### src/common/pmp_defines.svh
`ifndef PMP_DEFINES_SVH
`define PMP_DEFINES_SVH

`define PMP_ADDR_W      12
`define PMP_CTRL_OFFS   12'h000
`define PMP_STAT_OFFS   12'h004
`define PMP_CTRL_ROMSEL 0
`define PMP_CTRL_IDLE   1
`define PMP_CTRL_SLEEP  2
`define PMP_CTRL_RST    3'h0
`define PMP_STAT_IRPOL  0
`define PMP_STAT_CLKEXT 1
`define PMP_STAT_A2FLT  2
`define PMP_STAT_DONE   3
`define PMP_STAT_XTAL   4

`endif

### src/common/pmp_pkg.sv
`include "pmp_defines.svh"

package pmp_pkg;

   typedef struct packed {
      logic                   psel;
      logic                   penable;
      logic                   pwrite;
      logic [`PMP_ADDR_W-1:0] paddr;
      logic [31:0]            pwdata;
   } pmp_apb_req_t;

   typedef struct packed {
      logic        pready;
      logic        pslverr;
      logic [31:0] prdata;
   } pmp_apb_rsp_t;

   typedef struct packed {
      logic romsel;
      logic idle;
      logic sleep;
   } pmp_ctrl_t;

   typedef struct packed {
      logic xtal;
      logic done;
      logic a2_float;
      logic clk_ext;
      logic ir_pol;
   } pmp_stat_t;

   typedef struct packed {
      logic        first;
      logic        ir_pol;
      logic        clk_strap;
      logic        xtal;
      logic        pu3;
      logic        pd2;
      logic [11:0] a_hi;
      logic        a3;
      logic        a2;
      logic        oe3_n;
      logic        oe2_n;
      logic [7:0]  d_o;
      logic        d_oe_n;
      logic [7:0]  rdata;
   } pmp_pin_state_t;

endpackage

### src/hw/pmp_apb_regs.sv
`timescale 1ns/1ps
`include "pmp_defines.svh"

module pmp_apb_regs (
   input  wire logic                 pclk,
   input  wire logic                 presetn,
   input  wire pmp_pkg::pmp_apb_req_t req,
   output pmp_pkg::pmp_apb_rsp_t     rsp,
   input  wire pmp_pkg::pmp_stat_t   stat,
   output pmp_pkg::pmp_ctrl_t        ctrl
);

   typedef struct packed {
      pmp_pkg::pmp_apb_rsp_t rsp;
      pmp_pkg::pmp_ctrl_t    ctrl;
   } pmp_reg_state_t;

   pmp_reg_state_t q;
   pmp_reg_state_t d;

   function automatic logic hit(input logic [`PMP_ADDR_W-1:0] a,
                                input logic [`PMP_ADDR_W-1:0] o);
      hit = (a == o);
   endfunction

   // Ready is registered, so every transfer has exactly one access cycle
   always_comb begin
      d = q;
      d.rsp.pready = 1'b0;
      d.rsp.pslverr = 1'b0;
      if (req.psel && !req.penable) begin
         d.rsp.pready = 1'b1;
         d.rsp.prdata = 32'h0;
         if (hit(req.paddr, `PMP_CTRL_OFFS)) begin
            d.rsp.prdata[`PMP_CTRL_ROMSEL] = q.ctrl.romsel;
            d.rsp.prdata[`PMP_CTRL_IDLE] = q.ctrl.idle;
            d.rsp.prdata[`PMP_CTRL_SLEEP] = q.ctrl.sleep;
         end else if (hit(req.paddr, `PMP_STAT_OFFS)) begin
            d.rsp.prdata[`PMP_STAT_IRPOL] = stat.ir_pol;
            d.rsp.prdata[`PMP_STAT_CLKEXT] = stat.clk_ext;
            d.rsp.prdata[`PMP_STAT_A2FLT] = stat.a2_float;
            d.rsp.prdata[`PMP_STAT_DONE] = stat.done;
            d.rsp.prdata[`PMP_STAT_XTAL] = stat.xtal;
         end else begin
            d.rsp.pslverr = 1'b1;
         end
      end
      if (req.psel && req.penable && q.rsp.pready && req.pwrite
          && hit(req.paddr, `PMP_CTRL_OFFS)) begin
         d.ctrl.romsel = req.pwdata[`PMP_CTRL_ROMSEL];
         d.ctrl.idle = req.pwdata[`PMP_CTRL_IDLE];
         d.ctrl.sleep = req.pwdata[`PMP_CTRL_SLEEP];
      end
   end

   always_ff @(posedge pclk or negedge presetn) begin
      if (!presetn) begin
         q.rsp <= '0;
         q.ctrl <= `PMP_CTRL_RST;
      end else begin
         q <= d;
      end
   end

   assign rsp = q.rsp;
   assign ctrl = q.ctrl;

endmodule // pmp_apb_regs

### src/hw/pmp_port.sv
`timescale 1ns/1ps

module pmp_port (
   input  wire logic                  pclk,
   input  wire logic                  presetn,

   input  wire pmp_pkg::pmp_apb_req_t apb_req,
   output pmp_pkg::pmp_apb_rsp_t      apb_rsp,

   input  wire logic [15:0]           cpu_addr,
   input  wire logic [7:0]            cpu_wdata,
   input  wire logic                  cpu_wr,
   output logic [7:0]                 cpu_rdata,
   input  wire logic                  second_ext_interrupt,

   output logic [11:0]                prog_addr_high,
   output logic                       prog_addr_bit3_o,
   input  wire logic                  prog_addr_bit3_i,
   output logic                       prog_addr_bit3_oe_n,
   output logic                       prog_addr_bit2_o,
   input  wire logic                  prog_addr_bit2_i,
   output logic                       prog_addr_bit2_oe_n,
   output logic                       addr3_pullup_en,
   output logic                       addr2_pulldown_en,

   output logic [7:0]                 prog_data_bus_o,
   input  wire logic [7:0]            prog_data_bus_i,
   output logic                       prog_data_bus_oe_n,

   output logic                       ir_led_polarity_strap,
   output logic                       clock_drive_strap,
   output logic                       crystal_mode
);

   pmp_pkg::pmp_pin_state_t q;
   pmp_pkg::pmp_pin_state_t d;
   pmp_pkg::pmp_ctrl_t      ctrl;
   pmp_pkg::pmp_stat_t      stat;
   logic                    ext_mem;
   logic                    float2;

   pmp_apb_regs u_regs (
      .pclk    (pclk),
      .presetn (presetn),
      .req     (apb_req),
      .rsp     (apb_rsp),
      .stat    (stat),
      .ctrl    (ctrl)
   );

   assign ext_mem = !ctrl.romsel;
   // Bit2 may only float when an external clock drives the chip, never a crystal
   function automatic logic idle_float(input logic strap,
                                       input logic idle,
                                       input logic irq,
                                       input logic sleep);
      idle_float = strap && idle && !irq && sleep;
   endfunction

   assign float2 = idle_float(q.clk_strap, ctrl.idle, second_ext_interrupt, ctrl.sleep);

   assign stat.ir_pol = q.ir_pol;
   assign stat.clk_ext = q.clk_strap;
   assign stat.a2_float = q.oe2_n && !q.first;
   assign stat.done = !q.first;
   assign stat.xtal = q.xtal;

   // Reset leaves pins undriven with pulls on; the first edge after release samples them
   always_comb begin
      d = q;
      if (q.first) begin
         d.first = 1'b0;
         d.ir_pol = prog_addr_bit3_i;
         d.pu3 = 1'b0;
         d.oe3_n = 1'b0;
         d.clk_strap = prog_addr_bit2_i;
         d.xtal = !prog_addr_bit2_i;
         d.pd2 = 1'b0;
         d.oe2_n = 1'b0;
      end else begin
         d.a_hi = cpu_addr[15:4];
         d.a3 = cpu_addr[3];
         d.a2 = cpu_addr[2];
         d.oe3_n = 1'b0;
         // Crystal mode never floats bit2 because float2 needs the strap set
         d.oe2_n = float2;
         d.d_o = cpu_wdata;
         d.d_oe_n = !(ext_mem && cpu_wr);
         if (ext_mem && !cpu_wr) begin
            d.rdata = prog_data_bus_i;
         end
      end
   end

   always_ff @(posedge pclk or negedge presetn) begin
      if (!presetn) begin
         q <= '0;
         q.first <= 1'b1;
         q.pu3 <= 1'b1;
         q.pd2 <= 1'b1;
         q.oe3_n <= 1'b1;
         q.oe2_n <= 1'b1;
         q.d_oe_n <= 1'b1;
      end else begin
         q <= d;
      end
   end

   assign cpu_rdata = q.rdata;
   assign prog_addr_high = q.a_hi;
   assign prog_addr_bit3_o = q.a3;
   assign prog_addr_bit3_oe_n = q.oe3_n;
   assign prog_addr_bit2_o = q.a2;
   assign prog_addr_bit2_oe_n = q.oe2_n;
   assign addr3_pullup_en = q.pu3;
   assign addr2_pulldown_en = q.pd2;
   assign prog_data_bus_o = q.d_o;
   assign prog_data_bus_oe_n = q.d_oe_n;
   assign ir_led_polarity_strap = q.ir_pol;
   assign clock_drive_strap = q.clk_strap;
   assign crystal_mode = q.xtal;
endmodule // pmp_port

### config.mk
export PLATFORM = sky130hd
export DESIGN_NAME = pmp_port
export DESIGN_NICKNAME = d
export VERILOG_FILES = /design/src/common/pmp_pkg.sv /design/src/hw/pmp_apb_regs.sv /design/src/hw/pmp_port.sv
export VERILOG_INCLUDE_DIRS = /design/src /design/src/common
export SDC_FILE = /design/constraint.sdc
export NUM_CORES = 1
export LEC_CHECK = 0
export ABC_AREA = 0
export BUFFER_PORTS_ARGS = -buffer_cell sky130_fd_sc_hd__buf_2
export CORE_MARGIN = 8
export CORE_UTILIZATION = 40
export DETAILED_ROUTE_END_ITERATION = 6
export GPL_TIMING_DRIVEN = 0
export PLACE_DENSITY = 0.87
export SLEW_MARGIN = 20
export SYNTH_ARGS = -nofsm -noshare
export SYNTH_HDL_FRONTEND = slang
export SYNTH_HIERARCHICAL = 1
export SYNTH_SLANG_ARGS = --single-unit
### constraint.sdc
create_clock -name pclk -period 1.4 [get_ports pclk]
set_input_delay 0.14 -clock pclk [delete_from_list [all_inputs] [get_ports pclk]]
set_output_delay 0.14 -clock pclk [all_outputs]
set_load 0.005 [all_outputs]
==> impl_results.md <==
- Worst setup path class: in2reg
- Post-Syn Area per Cell: 13.49 um2
- Vert. Die Dim: 87.82 um
- Post-synth top cells: 43 x dfrtp_1, 35 x mux2_2, 28 x buf_4
- FF-to-FF setup slack: 60 ps
- Pre-CTS WS: -371.8 ps
- Netlist Area Pre-Place: 2063 um2
- Num ports: 157
- Minimum clock period: 1359 ps
- Final Hold Viols: 0
- # clock sinks: 47
- Logic pwr share: 0.172
- Drt first pass iters: 4
- Worst slew pin tran: 578.1 ps
- Share of cells above drive strength 1: 0.6259
- Worst path cell trace: buf_2 > or4_4 > nor4_4 > buf_4 > mux2_4
- CTS tree: built
- Seq/Total Area, Yosys: 0.5725
- Max stage delay cell, worst path: or4_4
- Initial antenna violation count: 0
- Worst-path clk slew: 80 ps
- GRT Overall Usage: 0.1297
- CP endpoint: u_regs/ctrl[1]
- DRT Wirelength: 4.992 mm
- Post-route DRC: 0
- Part of the power in registers: 0.547
- Leakage: 1.502 nW
- Max_cap viols: 0
- Largest net degree at the start of global routing: 48
- Final WS setup: 41.42 ps
- Routability Congestion: 0.7111
- Total power draw: 2.799 mW
- Hold Path Class: in2reg
- Reg2reg path depth: 2
- First-iteration detailed-routing DRC count: 30
- Power per cell area: 981.3 nW/um2
- Synth Instances: 153
- Final cycle utilization of the critical path: 0.9704
- Yosys warnings: 6
- Final max-slew violation count: 0
- Vias in the first global route: 1647
- Worst r2r dst: prog_data_bus_o[6]
- Post-DP HPWL: 4.066 mm
- Routed length per placed instance: 14.02 um
- Die Width: 87.82 um
- Full die area: 7712 um2
- Final setup vio count: 0
- Fillers: 414
- Asr flop ratio synth: 1.000
- Max_slew headroom: 0.6146
- Leading area contributor after synthesis: dfrtp_1
- Peak Freq: 0.7361 GHz
- Run status: completed
- Crit. Startpoint: apb_req[39]
- Setup TNS: 0 ps
- Port buffer count: 97
- Sw Ratio: 0.2468
- Fin nets: 370
- EDFF count, synth: 0
- WP data arrival: 1540 ps
- R2R Path Start: prog_addr_bit3_oe_n
- Clock Latency Late Sink: 290 ps
- Unique masters post-synth: 24
- Clock share of power: 0.281
- CTS root buf: clkbuf_8
- Bufs on Longest Clock Path: 2
- Dominant cells by area after synthesis: dfrtp_1 52%, mux2_2 19%, buf_4 10%
- First-pass GRT wire length: 7.810 mm
- Synth Flop Type: dfrtp_1
- Post-synthesis register bit count: 47
- Final clock skew: 6.593 ps
- Ant. Diodes: 0
- GR Overflow Total: 0
- Post-CTS resize count: 0
- Synthesis-to-layout area growth: 38.27%
- Unrepaired setup endpoints after global routing: false
- Antenna-violating nets left: 0
- CP max stage delay: 560 ps
- Vias: 1506
- Crit path capture type: register
- Internal: 2.108 mW
- Initial Util: 0.4092
- Total CTS buffers: 5
- Worst path required time: 1580 ps
- Core area: 5042 um2
- Via density: 4.230
- Row count: 26
- H-tree levels: 2
- Startpoint type of the worst setup path: primary input
- Peak supply drop: 584.5 uV
- Critical path peak fanout: 3
- Most common cell in the netlist: dfrtp_1
- Top cell type's share of synthesized area: 0.5215
- Total net switching power: 0.6910 mW
==> worst max-delay path, delay by kind of cell <==
| kind | cells | cell delay, ps |
|---|---|---|
| and+or+nand+nor | 2 | 810 |
| buffers and inverters | 2 | 280 |
| muxes | 1 | 300 |
==> cell usage in the layout, fill, tap and decap left out <==
cell,netlist,routed
inv_1,2,2
nor3_4,1,1
dfrtp_1,43,43
mux2_4,0,3
nor3_1,1,1
o22a_1,1,1
nor4_4,1,1
mux2i_1,3,3
clkinvlp_4,0,1
clkbuf_1,2,4
or4b_4,0,1
o21ai_0,1,1
clkbuf_8,0,5
dfstp_2,4,4
mux2_2,35,32
nor2b_1,2,2
nand2_1,7,7
or4_4,2,2
buf_4,28,30
or3_1,1,1
conb_1,2,28
o21ai_1,5,5
buf_2,3,99
or4_1,1,1
dlygate4sd3_1,0,1
nand2b_1,3,3
nand4b_1,2,2
nor2_1,2,2
==> area by class of cell <==
class,instances,area [um2],share of cell area
Sequential cell,47,1181,0.4140
Inverter,2,7.507,0.002632
Buffer,33,232.7,0.08158
Tap cell,70,87.58,0.03070
Multi-Input combinational cell,97,754.5,0.2645
Clock inverter,1,7.507,0.002632
Clock buffer,7,76.32,0.02675
Timing Repair Buffer,99,505.5,0.1772
==> stage by stage <==
stage                     instance area [um2]  std cells  utilization  hold slack [ps]
after floorplan                          2176        179            -           -155.6
after global placement                   2749        346       0.5452            349.1
after detailed placement                 2749        346       0.5452            355.0
after CTS                                2840        355       0.5633            39.93
after global routing                     2853        356       0.5658            41.53
final                                    2853        356       0.5658            47.04
==> state kept, by name (all words and copies together), names as in the netlist <==
| signal | count |
|---|---|
| crystal_mode | 1 |
| prog_addr_high | 12 |
| prog_addr_bit2_o | 1 |
| prog_data_bus_oe_n | 1 |
| ir_led_polarity_strap | 1 |
| prog_addr_bit3_o | 1 |
| addr2_pulldown_en | 1 |
| u_regs/ctrl | 3 |
| prog_addr_bit3_oe_n | 1 |
| clock_drive_strap | 1 |
| prog_data_bus_o | 8 |
| u_regs/rsp | 7 |
| cpu_rdata | 8 |
| prog_addr_bit2_oe_n | 1 |
==> timing repair <==
item / in CTS / in global routing
hold buffers: 0 / 1
setup buffers: 1 / 0
setup endpoints to repair: 3 / 0
hold endpoints to repair: 0 / 43
==> power by group through the flow <==
stage	Combinational (mW)	Sequential (mW)	Clock, mW
floorplan	0.221	1.57	0
detailed placement	0.484	1.56	0
finish	0.482	1.53	0.788
global route	0.533	1.55	0.880
CTS	0.485	1.53	0.813
global placement	0.471	1.55	0
==> per-layer routing <==
| metal | global-route usage | wire length (um) | up-vias |
|---|---|---|---|
| met5 | 0 | 0 | - |
| met4 | 0.03750 | 46 | 0 |
| met3 | 0.07129 | 723 | 6 |
| met2 | 0.2196 | 2398 | 77 |
| met1 | 0.1346 | 1822 | 695 |
| li1 | - | - | 728 |
==> kinds of logic (layout without fill, tap and decap cells) <==
kind of cell	after synthesis	after routing	synth area share
AND/OR/NAND/NOR	24	24	0.08309
other	2	28	0.003640
buffers and inverters	35	142	0.1164
flip-flops	47	47	0.5725
AO/OA/AOI/OAI	7	7	0.01880
multiplexers	38	38	0.2056
==> worst min-delay path by stage <==
stage | start | to | slack [ps] | cells past startpoint
floorplan | presetn | clock_drive_strap | -160 | 0
global placement | prog_addr_bit2_i | crystal_mode | 350 | 2
detailed placement | second_ext_interrupt | prog_addr_bit2_oe_n | 360 | 3
CTS | second_ext_interrupt | prog_addr_bit2_oe_n | 40 | 3
global route | second_ext_interrupt | prog_addr_bit2_oe_n | 40 | 3
finish | second_ext_interrupt | prog_addr_bit2_oe_n | 50 | 3
(Power assumes the default switching activity.)
